--- src/hw/cls_pkg.sv ---
package cls_pkg;
    localparam int BLK_W = 64;
    localparam int LANE32_W = 32;
    localparam int CMD_W = 19;
    localparam int MARK_W = 4;
    localparam int CFG_W = 8;
    localparam int POS_W = 16;
    localparam int LANES = 4;
    // last block index of a 32-block multiblock
    localparam logic [4:0] BLK_LAST = 5'h1f;
    localparam logic [4:0] BLK_PRE = 5'h1e;
    localparam logic [18:0] CMD_IDLE = 19'h00000;
    localparam int MCLK_NS = 25;
    localparam int XREQ_NS = 200;
    localparam int XREQ_CYC = (XREQ_NS + MCLK_NS - 1) / MCLK_NS;
    localparam logic [3:0] XREQ_CNT_RST = 4'(XREQ_CYC);
    localparam logic CFG_MODE64_RST = 1'b1;
    localparam logic [7:0] CFG_EMB_RST = 8'h01;
    localparam logic [7:0] CFG_FRM_RST = 8'h08;
    localparam logic [7:0] CFG_MFF_RST = 8'h04;
endpackage : cls_pkg

--- src/hw/cls_cfg_if.sv ---
`timescale 1ns/1ps
interface cls_cfg_if;
    logic mode64;
    logic [7:0] emb_len;
    logic [7:0] frm_len;
    logic [7:0] mf_frames;
    modport src (output mode64, output emb_len, output frm_len,
                 output mf_frames);
    modport dst (input mode64, input emb_len, input frm_len,
                 input mf_frames);
endinterface : cls_cfg_if

--- src/hw/cls_link_port.sv ---
`timescale 1ns/1ps
module cls_link_port #(
    parameter int LANES = cls_pkg::LANES
) (
    input logic mclk,
    input logic rst_n,
    input logic core_reset,
    input logic cfg_mode64,
    input logic [cls_pkg::CFG_W-1:0] cfg_emb_len,
    input logic [cls_pkg::CFG_W-1:0] cfg_frm_len,
    input logic [cls_pkg::CFG_W-1:0] cfg_mf_frames,
    input logic xcvr_reset_done,
    output logic xcvr_reset_request,
    output logic stream_rst_n,
    input logic [LANES*cls_pkg::BLK_W-1:0] tx_tdata,
    output logic tx_tready,
    input logic [cls_pkg::CMD_W-1:0] tx_cmd_tdata,
    input logic tx_cmd_tvalid,
    output logic tx_cmd_tready,
    output logic tx_soemb,
    output logic [cls_pkg::MARK_W-1:0] tx_sof,
    output logic [cls_pkg::MARK_W-1:0] tx_somf,
    output logic [LANES*cls_pkg::BLK_W-1:0] tx_line_data,
    output logic [cls_pkg::CMD_W-1:0] tx_line_cmd,
    output logic tx_line_cmd_stb,
    input logic [LANES*cls_pkg::BLK_W-1:0] rx_line_data,
    input logic [cls_pkg::CMD_W-1:0] rx_line_cmd,
    output logic [LANES*cls_pkg::BLK_W-1:0] rx_tdata,
    output logic [cls_pkg::CMD_W-1:0] rx_cmd_tdata,
    output logic rx_cmd_tvalid,
    output logic rx_soemb,
    output logic [cls_pkg::MARK_W-1:0] rx_sof,
    output logic [cls_pkg::MARK_W-1:0] rx_somf
);
    import cls_pkg::*;

    localparam int DW = LANES * BLK_W;

    typedef struct packed {
        logic done_s1;
        logic done_s2;
        logic [3:0] req_cnt;
        logic xreq;
        logic srst_n;
        logic mode64;
        logic [CFG_W-1:0] emb_len;
        logic [POS_W-1:0] frm_len;
        logic [POS_W-1:0] mf_len;
        logic [4:0] blk;
        logic [CFG_W-1:0] mb;
        logic [POS_W-1:0] fpos;
        logic [POS_W-1:0] mpos;
        logic soemb;
        logic [MARK_W-1:0] sof;
        logic [MARK_W-1:0] somf;
        logic cmd_rdy;
        logic [DW-1:0] tx_data;
        logic [CMD_W-1:0] tx_cmd;
        logic tx_cmd_stb;
        logic [DW-1:0] rx_data;
        logic [CMD_W-1:0] rx_cmd;
        logic rx_cmd_v;
    } cls_port_t;

    cls_port_t q;
    cls_port_t d;
    cls_cfg_if cfg_bus ();
    logic hold;
    logic [MARK_W-1:0] sof_c;
    logic [MARK_W-1:0] somf_c;

    cls_cfg_hold u_cfg (
        .mclk(mclk),
        .rst_n(rst_n),
        .cfg_mode64(cfg_mode64),
        .cfg_emb_len(cfg_emb_len),
        .cfg_frm_len(cfg_frm_len),
        .cfg_mf_frames(cfg_mf_frames),
        .cfg(cfg_bus.src)
    );

    // byte position after one four-byte beat, wrapped to the length
    function automatic logic [POS_W-1:0] adv4(
        input logic [POS_W-1:0] p,
        input logic [POS_W-1:0] len
    );
        logic [POS_W-1:0] t;
        t = p + 16'h0004;
        for (int k = 0; k < 4; k++) begin
            if (len != 16'h0000 && t >= len) begin
                t = t - len;
            end
        end
        return (len == 16'h0000) ? 16'h0000 : t;
    endfunction : adv4

    // lengths below four bytes are covered up to three wraps a beat
    function automatic logic starts(
        input logic [POS_W-1:0] p,
        input logic [POS_W-1:0] len
    );
        return p == 16'h0000 || p == len || p == (len << 1) ||
            p == (len + (len << 1));
    endfunction : starts

    for (genvar i = 0; i < MARK_W; i++) begin : g_mark
        assign sof_c[i] = starts(q.fpos + POS_W'(i), q.frm_len);
        assign somf_c[i] = starts(q.mpos + POS_W'(i), q.mf_len);
    end

    assign hold = q.xreq || !q.done_s2;

    always_comb begin
        d = q;
        d.done_s1 = xcvr_reset_done;
        d.done_s2 = q.done_s1;
        if (q.req_cnt != 4'h0) begin
            d.req_cnt = q.req_cnt - 4'h1;
        end
        d.xreq = d.req_cnt != 4'h0;
        d.soemb = 1'b0;
        d.sof = '0;
        d.somf = '0;
        d.cmd_rdy = 1'b0;
        d.tx_cmd_stb = 1'b0;
        d.rx_cmd_v = 1'b0;
        d.tx_data = tx_tdata;
        d.rx_data = rx_line_data;
        if (q.srst_n) begin
            if (q.mode64) begin
                d.blk = q.blk + 5'h01;
                if (q.blk == BLK_LAST) begin
                    d.mb = (q.mb + 8'h01 >= q.emb_len) ? 8'h00
                        : q.mb + 8'h01;
                end
                d.soemb = q.blk == BLK_LAST && q.mb + 8'h01 >= q.emb_len;
                d.cmd_rdy = q.blk == BLK_PRE;
                if (q.cmd_rdy) begin
                    d.tx_cmd = tx_cmd_tvalid ? tx_cmd_tdata : CMD_IDLE;
                    d.tx_cmd_stb = 1'b1;
                end
                if (q.blk == BLK_LAST) begin
                    d.rx_cmd = rx_line_cmd;
                    d.rx_cmd_v = 1'b1;
                end
            end else begin
                d.sof = sof_c;
                d.somf = somf_c;
                d.fpos = adv4(q.fpos, q.frm_len);
                d.mpos = adv4(q.mpos, q.mf_len);
            end
        end
        d.srst_n = !hold;
        if (hold) begin
            d.mode64 = cfg_bus.mode64;
            d.emb_len = cfg_bus.emb_len;
            d.frm_len = {8'h00, cfg_bus.frm_len};
            d.mf_len = {8'h00, cfg_bus.frm_len} * {8'h00, cfg_bus.mf_frames};
            d.blk = 5'h00;
            d.mb = 8'h00;
            d.fpos = '0;
            d.mpos = '0;
            d.soemb = 1'b0;
            d.sof = '0;
            d.somf = '0;
            d.cmd_rdy = 1'b0;
            d.tx_cmd_stb = 1'b0;
            d.rx_cmd_v = 1'b0;
        end
    end

    always_ff @(posedge mclk or posedge core_reset) begin
        if (core_reset) begin
            q <= '{done_s1: 1'b0, done_s2: 1'b0, req_cnt: XREQ_CNT_RST,
                   xreq: 1'b1, srst_n: 1'b0, mode64: CFG_MODE64_RST,
                   emb_len: CFG_EMB_RST, frm_len: {8'h00, CFG_FRM_RST},
                   mf_len: {8'h00, CFG_FRM_RST} * {8'h00, CFG_MFF_RST},
                   blk: 5'h00, mb: 8'h00,
                   fpos: 16'h0000, mpos: 16'h0000, soemb: 1'b0,
                   sof: 4'h0, somf: 4'h0, cmd_rdy: 1'b0, tx_data: '0,
                   tx_cmd: CMD_IDLE, tx_cmd_stb: 1'b0, rx_data: '0,
                   rx_cmd: CMD_IDLE, rx_cmd_v: 1'b0};
        end else begin
            q <= d;
        end
    end

    assign xcvr_reset_request = q.xreq;
    assign stream_rst_n = q.srst_n;
    assign tx_tready = q.srst_n;
    assign tx_cmd_tready = q.cmd_rdy;
    assign tx_soemb = q.soemb;
    assign rx_soemb = q.soemb;
    assign tx_sof = q.sof;
    assign rx_sof = q.sof;
    assign tx_somf = q.somf;
    assign rx_somf = q.somf;
    assign tx_line_data = q.tx_data;
    assign tx_line_cmd = q.tx_cmd;
    assign tx_line_cmd_stb = q.tx_cmd_stb;
    assign rx_tdata = q.rx_data;
    assign rx_cmd_tdata = q.rx_cmd;
    assign rx_cmd_tvalid = q.rx_cmd_v;

    a_xreq_after_reset: assert property (@(posedge mclk)
        disable iff (core_reset)
        $past(q.req_cnt) == XREQ_CNT_RST |-> q.xreq && !q.srst_n)
        else $error("request or stream reset wrong after core reset");

    a_xreq_length: assert property (@(posedge mclk)
        disable iff (core_reset)
        $fell(q.xreq) |-> $past(q.xreq, 7))
        else $error("transceiver request too short");

    a_done_holds: assert property (@(posedge mclk)
        disable iff (core_reset)
        !q.done_s2 |=> !q.srst_n)
        else $error("stream released while reset-done low");

    a_srst_release: assert property (@(posedge mclk)
        disable iff (core_reset)
        $rose(q.srst_n) |-> $past(q.done_s2) && !$past(q.xreq))
        else $error("stream reset released without done");

    a_beat_passes: assert property (@(posedge mclk)
        disable iff (core_reset)
        q.srst_n |=> tx_line_data == $past(tx_tdata) && tx_tready)
        else $error("data beat lost or stalled");

    a_soemb_align: assert property (@(posedge mclk)
        disable iff (core_reset)
        tx_soemb |-> $past(tx_cmd_tready) ##1 (!tx_soemb)[*8])
        else $error("extended multiblock marker misplaced");

    a_cmd_once: assert property (@(posedge mclk)
        disable iff (core_reset)
        tx_cmd_tready |=> (!tx_cmd_tready)[*8])
        else $error("command taken twice in a multiblock");

    a_cmd_idle: assert property (@(posedge mclk)
        disable iff (core_reset)
        tx_cmd_tready && !tx_cmd_tvalid |=>
            tx_line_cmd_stb && tx_line_cmd == CMD_IDLE)
        else $error("idle command not inserted");

    a_rx_cmd_pace: assert property (@(posedge mclk)
        disable iff (core_reset)
        rx_cmd_tvalid |-> $past(tx_cmd_tready) && $past(q.blk) == BLK_LAST)
        else $error("received command off multiblock end");

    a_sof_first: assert property (@(posedge mclk)
        disable iff (core_reset)
        tx_sof[0] |-> $past(q.fpos) == 16'h0000 && !$past(q.mode64))
        else $error("frame start marker without frame start");

    a_cfg_frozen: assert property (@(posedge mclk)
        disable iff (core_reset)
        q.srst_n && $past(q.srst_n) |-> $stable(q.frm_len) &&
            $stable(q.emb_len) && $stable(q.mode64))
        else $error("settings changed while link running");

    a_rx_beat_passes: assert property (@(posedge mclk)
        disable iff (core_reset)
        q.srst_n |=> rx_tdata == $past(rx_line_data))
        else $error("received beat lost or stalled");

    a_somf_first: assert property (@(posedge mclk)
        disable iff (core_reset)
        tx_somf[0] |-> $past(q.mpos) == 16'h0000 && !$past(q.mode64))
        else $error("multiframe marker without multiframe start");

    a_marks_quiet: assert property (@(posedge mclk)
        disable iff (core_reset)
        q.mode64 |-> tx_sof == 4'h0 && tx_somf == 4'h0)
        else $error("frame markers raised in 64b66b mode");

    a_cmd_pair: assert property (@(posedge mclk)
        disable iff (core_reset)
        tx_line_cmd_stb |-> rx_cmd_tvalid)
        else $error("command strobes out of step");
endmodule : cls_link_port

--- src/hw/cls_cfg_hold.sv ---
`timescale 1ns/1ps
module cls_cfg_hold (
    input logic mclk,
    input logic rst_n,
    input logic cfg_mode64,
    input logic [cls_pkg::CFG_W-1:0] cfg_emb_len,
    input logic [cls_pkg::CFG_W-1:0] cfg_frm_len,
    input logic [cls_pkg::CFG_W-1:0] cfg_mf_frames,
    cls_cfg_if.src cfg
);
    import cls_pkg::*;

    typedef struct packed {
        logic [24:0] s1;
        logic [24:0] s2;
        logic [24:0] s3;
        logic [24:0] held;
    } cls_cfgh_t;

    localparam logic [24:0] HELD_RST =
        {CFG_MODE64_RST, CFG_EMB_RST, CFG_FRM_RST, CFG_MFF_RST};

    cls_cfgh_t q;
    cls_cfgh_t d;

    always_comb begin
        d = q;
        d.s1 = {cfg_mode64, cfg_emb_len, cfg_frm_len, cfg_mf_frames};
        d.s2 = q.s1;
        d.s3 = q.s2;
        // a word is taken only once it has stood still two cycles
        if (q.s2 == q.s3) begin
            d.held = q.s3;
        end
    end

    always_ff @(posedge mclk or negedge rst_n) begin
        if (!rst_n) begin
            q <= '{s1: HELD_RST, s2: HELD_RST, s3: HELD_RST,
                   held: HELD_RST};
        end else begin
            q <= d;
        end
    end

    assign cfg.mode64 = q.held[24];
    assign cfg.emb_len = q.held[23:16];
    assign cfg.frm_len = q.held[15:8];
    assign cfg.mf_frames = q.held[7:0];

    a_cfg_settle: assert property (@(posedge mclk)
        disable iff (!rst_n)
        q.held != $past(q.held) |-> $past(q.s2) == $past(q.s3))
        else $error("config word taken while still moving");
endmodule : cls_cfg_hold

--- config.mk ---
export PLATFORM = sky130hd
export DESIGN_NAME = cls_link_port
export DESIGN_NICKNAME = d
export VERILOG_FILES = /design/src/hw/cls_pkg.sv /design/src/hw/cls_cfg_if.sv /design/src/hw/cls_link_port.sv /design/src/hw/cls_cfg_hold.sv
export SDC_FILE = /design/constraint.sdc
export NUM_CORES = 2
export LEC_CHECK = 0
export ABC_AREA = 0
export BUFFER_PORTS_ARGS = -buffer_cell sky130_fd_sc_hd__buf_2
export CAP_MARGIN = 20
export CORE_AREA = 2 2 447 449
export CTS_BUF_LIST = sky130_fd_sc_hd__clkbuf_4
export CTS_CLUSTER_DIAMETER = 40
export DETAILED_ROUTE_END_ITERATION = 12
export DIE_AREA = 0 0 449 451
export PLACE_DENSITY_LB_ADDON = 0.12
export RECOVER_POWER = 50
export SETUP_SLACK_MARGIN = 0.15
export SYNTH_ARGS = -nofsm -noshare
export SYNTH_HDL_FRONTEND = slang
export SYNTH_HIERARCHICAL = 1
export SYNTH_SLANG_ARGS = --single-unit
export TNS_END_PERCENT = 20
--- constraint.sdc ---
create_clock -name mclk -period 33.4 [get_ports mclk]
set_clock_uncertainty 0.1 [all_clocks]
set_input_delay 1.67 -clock mclk [delete_from_list [all_inputs] [get_ports mclk]]
set_output_delay 1.67 -clock mclk [all_outputs]
set_load 0.02 [all_outputs]
==> reports/results.ini <==
[placement]
gp_congestion = 0.984
hpwl_um = 186000
dp_cells = 6918
io_buffers = 1153

[grt]
grt_max_degree = 122
grtUsageTotal_pct = 21.5
overflow = 0
grt_pass1_wl_um = 294000
grt_pass1_vias = 31700
antenna_found_initial = 113

[sta]
rsz0062_at_grt = false
tightest_slew_ns = 5.38
slew_viol_final = 543
fin_crit_ns = 14.89
clock.fmax_ghz = 0.0672
relSlewSlack_pct = -261
hold_viol_final = 0
fin_crit_sh_pct = 44.6
setup_viol_count_final = 0
tns_ns = 0

[worst_hold_path]
hold_class = flip-flop to flip-flop

[worst_setup_path]
crit_path_end_kind = flip-flop
cp.required_ns = 34.47
critPathArrivalTime_ns = 15.96
worstSetupPathType = flip-flop to flip-flop
max_stage_delay_ns = 0.82
path_max_fanout = 27
cpMaxStageDelayCell = nor2_1
cp-start-kind = flip-flop
path_common_cell = o21ai_0

[power]
power_density_mw_per_mm2 = 85.4
seqPwrFrac_pct = 24.7
ir_drop_uv = 126
switching_power_w = 0.00184
p_clk_share_pct = 23.4
p_sw_share_pct = 44.9
p_int_w = 0.00226
pwr-share-comb_pct = 51.9
p_leak_nw = 22.3

[logic_synthesis]
ys_ff_latch = 748
synth_edf_count = 0
synthArstFlopShare_pct = 100
syn_nets = 4590
ys_seq_area_share_pct = 46.3
ys.warnings.count = 6
syn_area_per_cell_um2 = 10.8
synth-main-ff-cell = dfrtp_1
ys_types = 86
synth_area_mm2 = 0.0405
synthCells = 3764

[status]
status = finished, violations left
violations = capacitance limit, slew limit

[cts]
ctsHtreeMaxLevel = 4
cts.path.max_buffers = 3
cts_hold_buf = 0
cts_sinks = 748
post_cts_buffers = 0
root_buffer = clkbuf_4
clk_pin_slew_worst_paths_ns = 0.07
cts_tree = built
cts_buffers = 238
ctsResizeCount = 0
clock_latency_ns = 1.29

[floorplanning]
start_util_pct = 20.4
die_y_um = 451
core_mm2 = 0.198
rows = 164
dieArea_mm2 = 0.202
ioPinCount = 1154
die_x_um = 449

[detailed_routing]
first_iter_violations = 2369
wl_per_cell_um = 30.1
first_pass_iters = 5
vias_per_cell = 4.22
drc = 0
vias = 31200
ant_nets = 0
totalWireLength_um = 223000

[cells_and_area]
fin_nets = 5329
final_common_cell = buf_2
final_core_util_pct = 24.2
regArea_mm2 = 0.0187
stdcell_count = 7396
n_fill_cell = 21800
drive_above_1_share_pct = 33.5
mostFrequentLayoutCells = 1039 x buf_2, 726 x dfrtp_1, 332 x clkbuf_4, 304 x xnor2_1, 226 x nand2_1
syn2layout_area_growth_pct = 18.5
multiInputGateArea_mm2 = 0.0161

[job]
cap_viol_max_count = 9

## logic make-up (layout without fill, tap and decap cells)
family | Yosys count | count (layout) | synth area share [%]
mux | 112 | 112 | 3.23
fa+ha+maj | 247 | 247 | 8.48
buf+inv | 875 | 1800 | 13.8
simple gates | 846 | 846 | 10.7
compound gates | 487 | 487 | 7.78
other cells | 0 | 51 | 0
xor+xnor | 449 | 449 | 9.71
flops | 748 | 748 | 46.3
## Yosys cell counts, types with 26 or more instances
master,number,area share (%)
nor3_1,73,0.90
nand2_1,226,2.1
clkbuf_1,85,0.79
nor2b_1,28,0.43
o21ai_0,140,1.7
o31ai_1,26,0.48
nand3_1,78,0.96
dfrtp_1,726,45
a21oi_1,109,1.3
xnor2_1,304,6.6
ha_1,200,6.2
nor2_1,148,1.4
mux2_2,69,1.9
and2_1,54,0.83
fa_1,46,2.3
nor4_1,48,0.74
inv_1,171,1.6
buf_4,597,11
nand4_1,71,1.1
a21o_1,32,0.59
xor2_1,145,3.1
## routing by layer
layer  track usage, %  vias up  part of all wire, %
met5                0        -                 0.11
met3             6.55      377                  7.2
met1             29.6    15700                   46
met4             4.87       40                  2.0
li1                 -    13800                    -
met2             32.8     1325                   44
## worst paths after layout
check / from / endpoint / slack (ns) / cells past startpoint
min: u_cfg/d[62] / u_cfg/d[37] / 0.25 / 0
max in group asynchronous: core_reset / tx_line_data[138] / 25.64 / 4
max reg2reg: q[608] / q[566] / 18.51 / 57
min reg2reg: u_cfg/d[62] / u_cfg/d[37] / 0.25 / 0
max: q[608] / q[566] / 18.51 / 57
min in group asynchronous: rst_n / u_cfg/q[40] / 0.85 / 1
## critical path, delay by kind of cell (launching register included)
| kind | cells | cell delay (ns) |
|---|---|---|
| fa+ha+maj | 7 | 2.42 |
| compound gates | 38 | 7.82 |
| simple gates | 6 | 2.03 |
| buf+inv | 3 | 0.83 |
| flops | 1 | 0.72 |
| mux | 3 | 0.87 |
## final cells by class
cell class,instances,area share [%]
Timing Repair Buffer,1201,12.5
Sequential cell,748,39.1
Tap cell,2656,6.92
Antenna cell,51,0.266
Clock inverter,94,1.15
Clock buffer,332,5.19
Inverter,173,1.36
Multi-Input combinational cell,2141,33.6
## power by group through the flow
| stage | clock network, W | registers, W | logic (W) |
|---|---|---|---|
| floorplan | 0 | 0.000988 | 0.00155 |
| global placement | 0 | 0.00103 | 0.00215 |
| detailed placement | 0 | 0.00103 | 0.00210 |
| CTS | 0.00101 | 0.00101 | 0.00211 |
| global route | 0.00106 | 0.00102 | 0.00231 |
| finish | 0.000958 | 0.00101 | 0.00213 |
## stage by stage
stage	instance area (µm²)	power (W)	hold slack (ns)	worst slack, ns
detailed placement	45100	0.00313	0.235	18.65
global route	47900	0.00439	0.139	17.23
floorplan	40500	0.00254	0.231	13.48
finish	48000	0.00410	0.246	18.51
CTS	48100	0.00414	0.0850	18.56
global placement	45000	0.00317	0.236	18.70
## flip-flops by register name, summed over array words and instances (netlist names), 4 cells and up
| signal | cells |
|---|---|
| tx_line_data | 256 |
| rx_sof | 4 |
| q | 83 |
| u_cfg/cfg.frm_len | 8 |
| u_cfg/cfg.mf_frames | 8 |
| u_cfg/cfg.emb_len | 8 |
| rx_somf | 4 |
| u_cfg/q | 25 |
| u_cfg/d | 50 |
| rx_tdata | 256 |
| rx_cmd_tdata | 19 |
| tx_line_cmd | 19 |
Note: power is estimated with default switching activity, not from simulation.
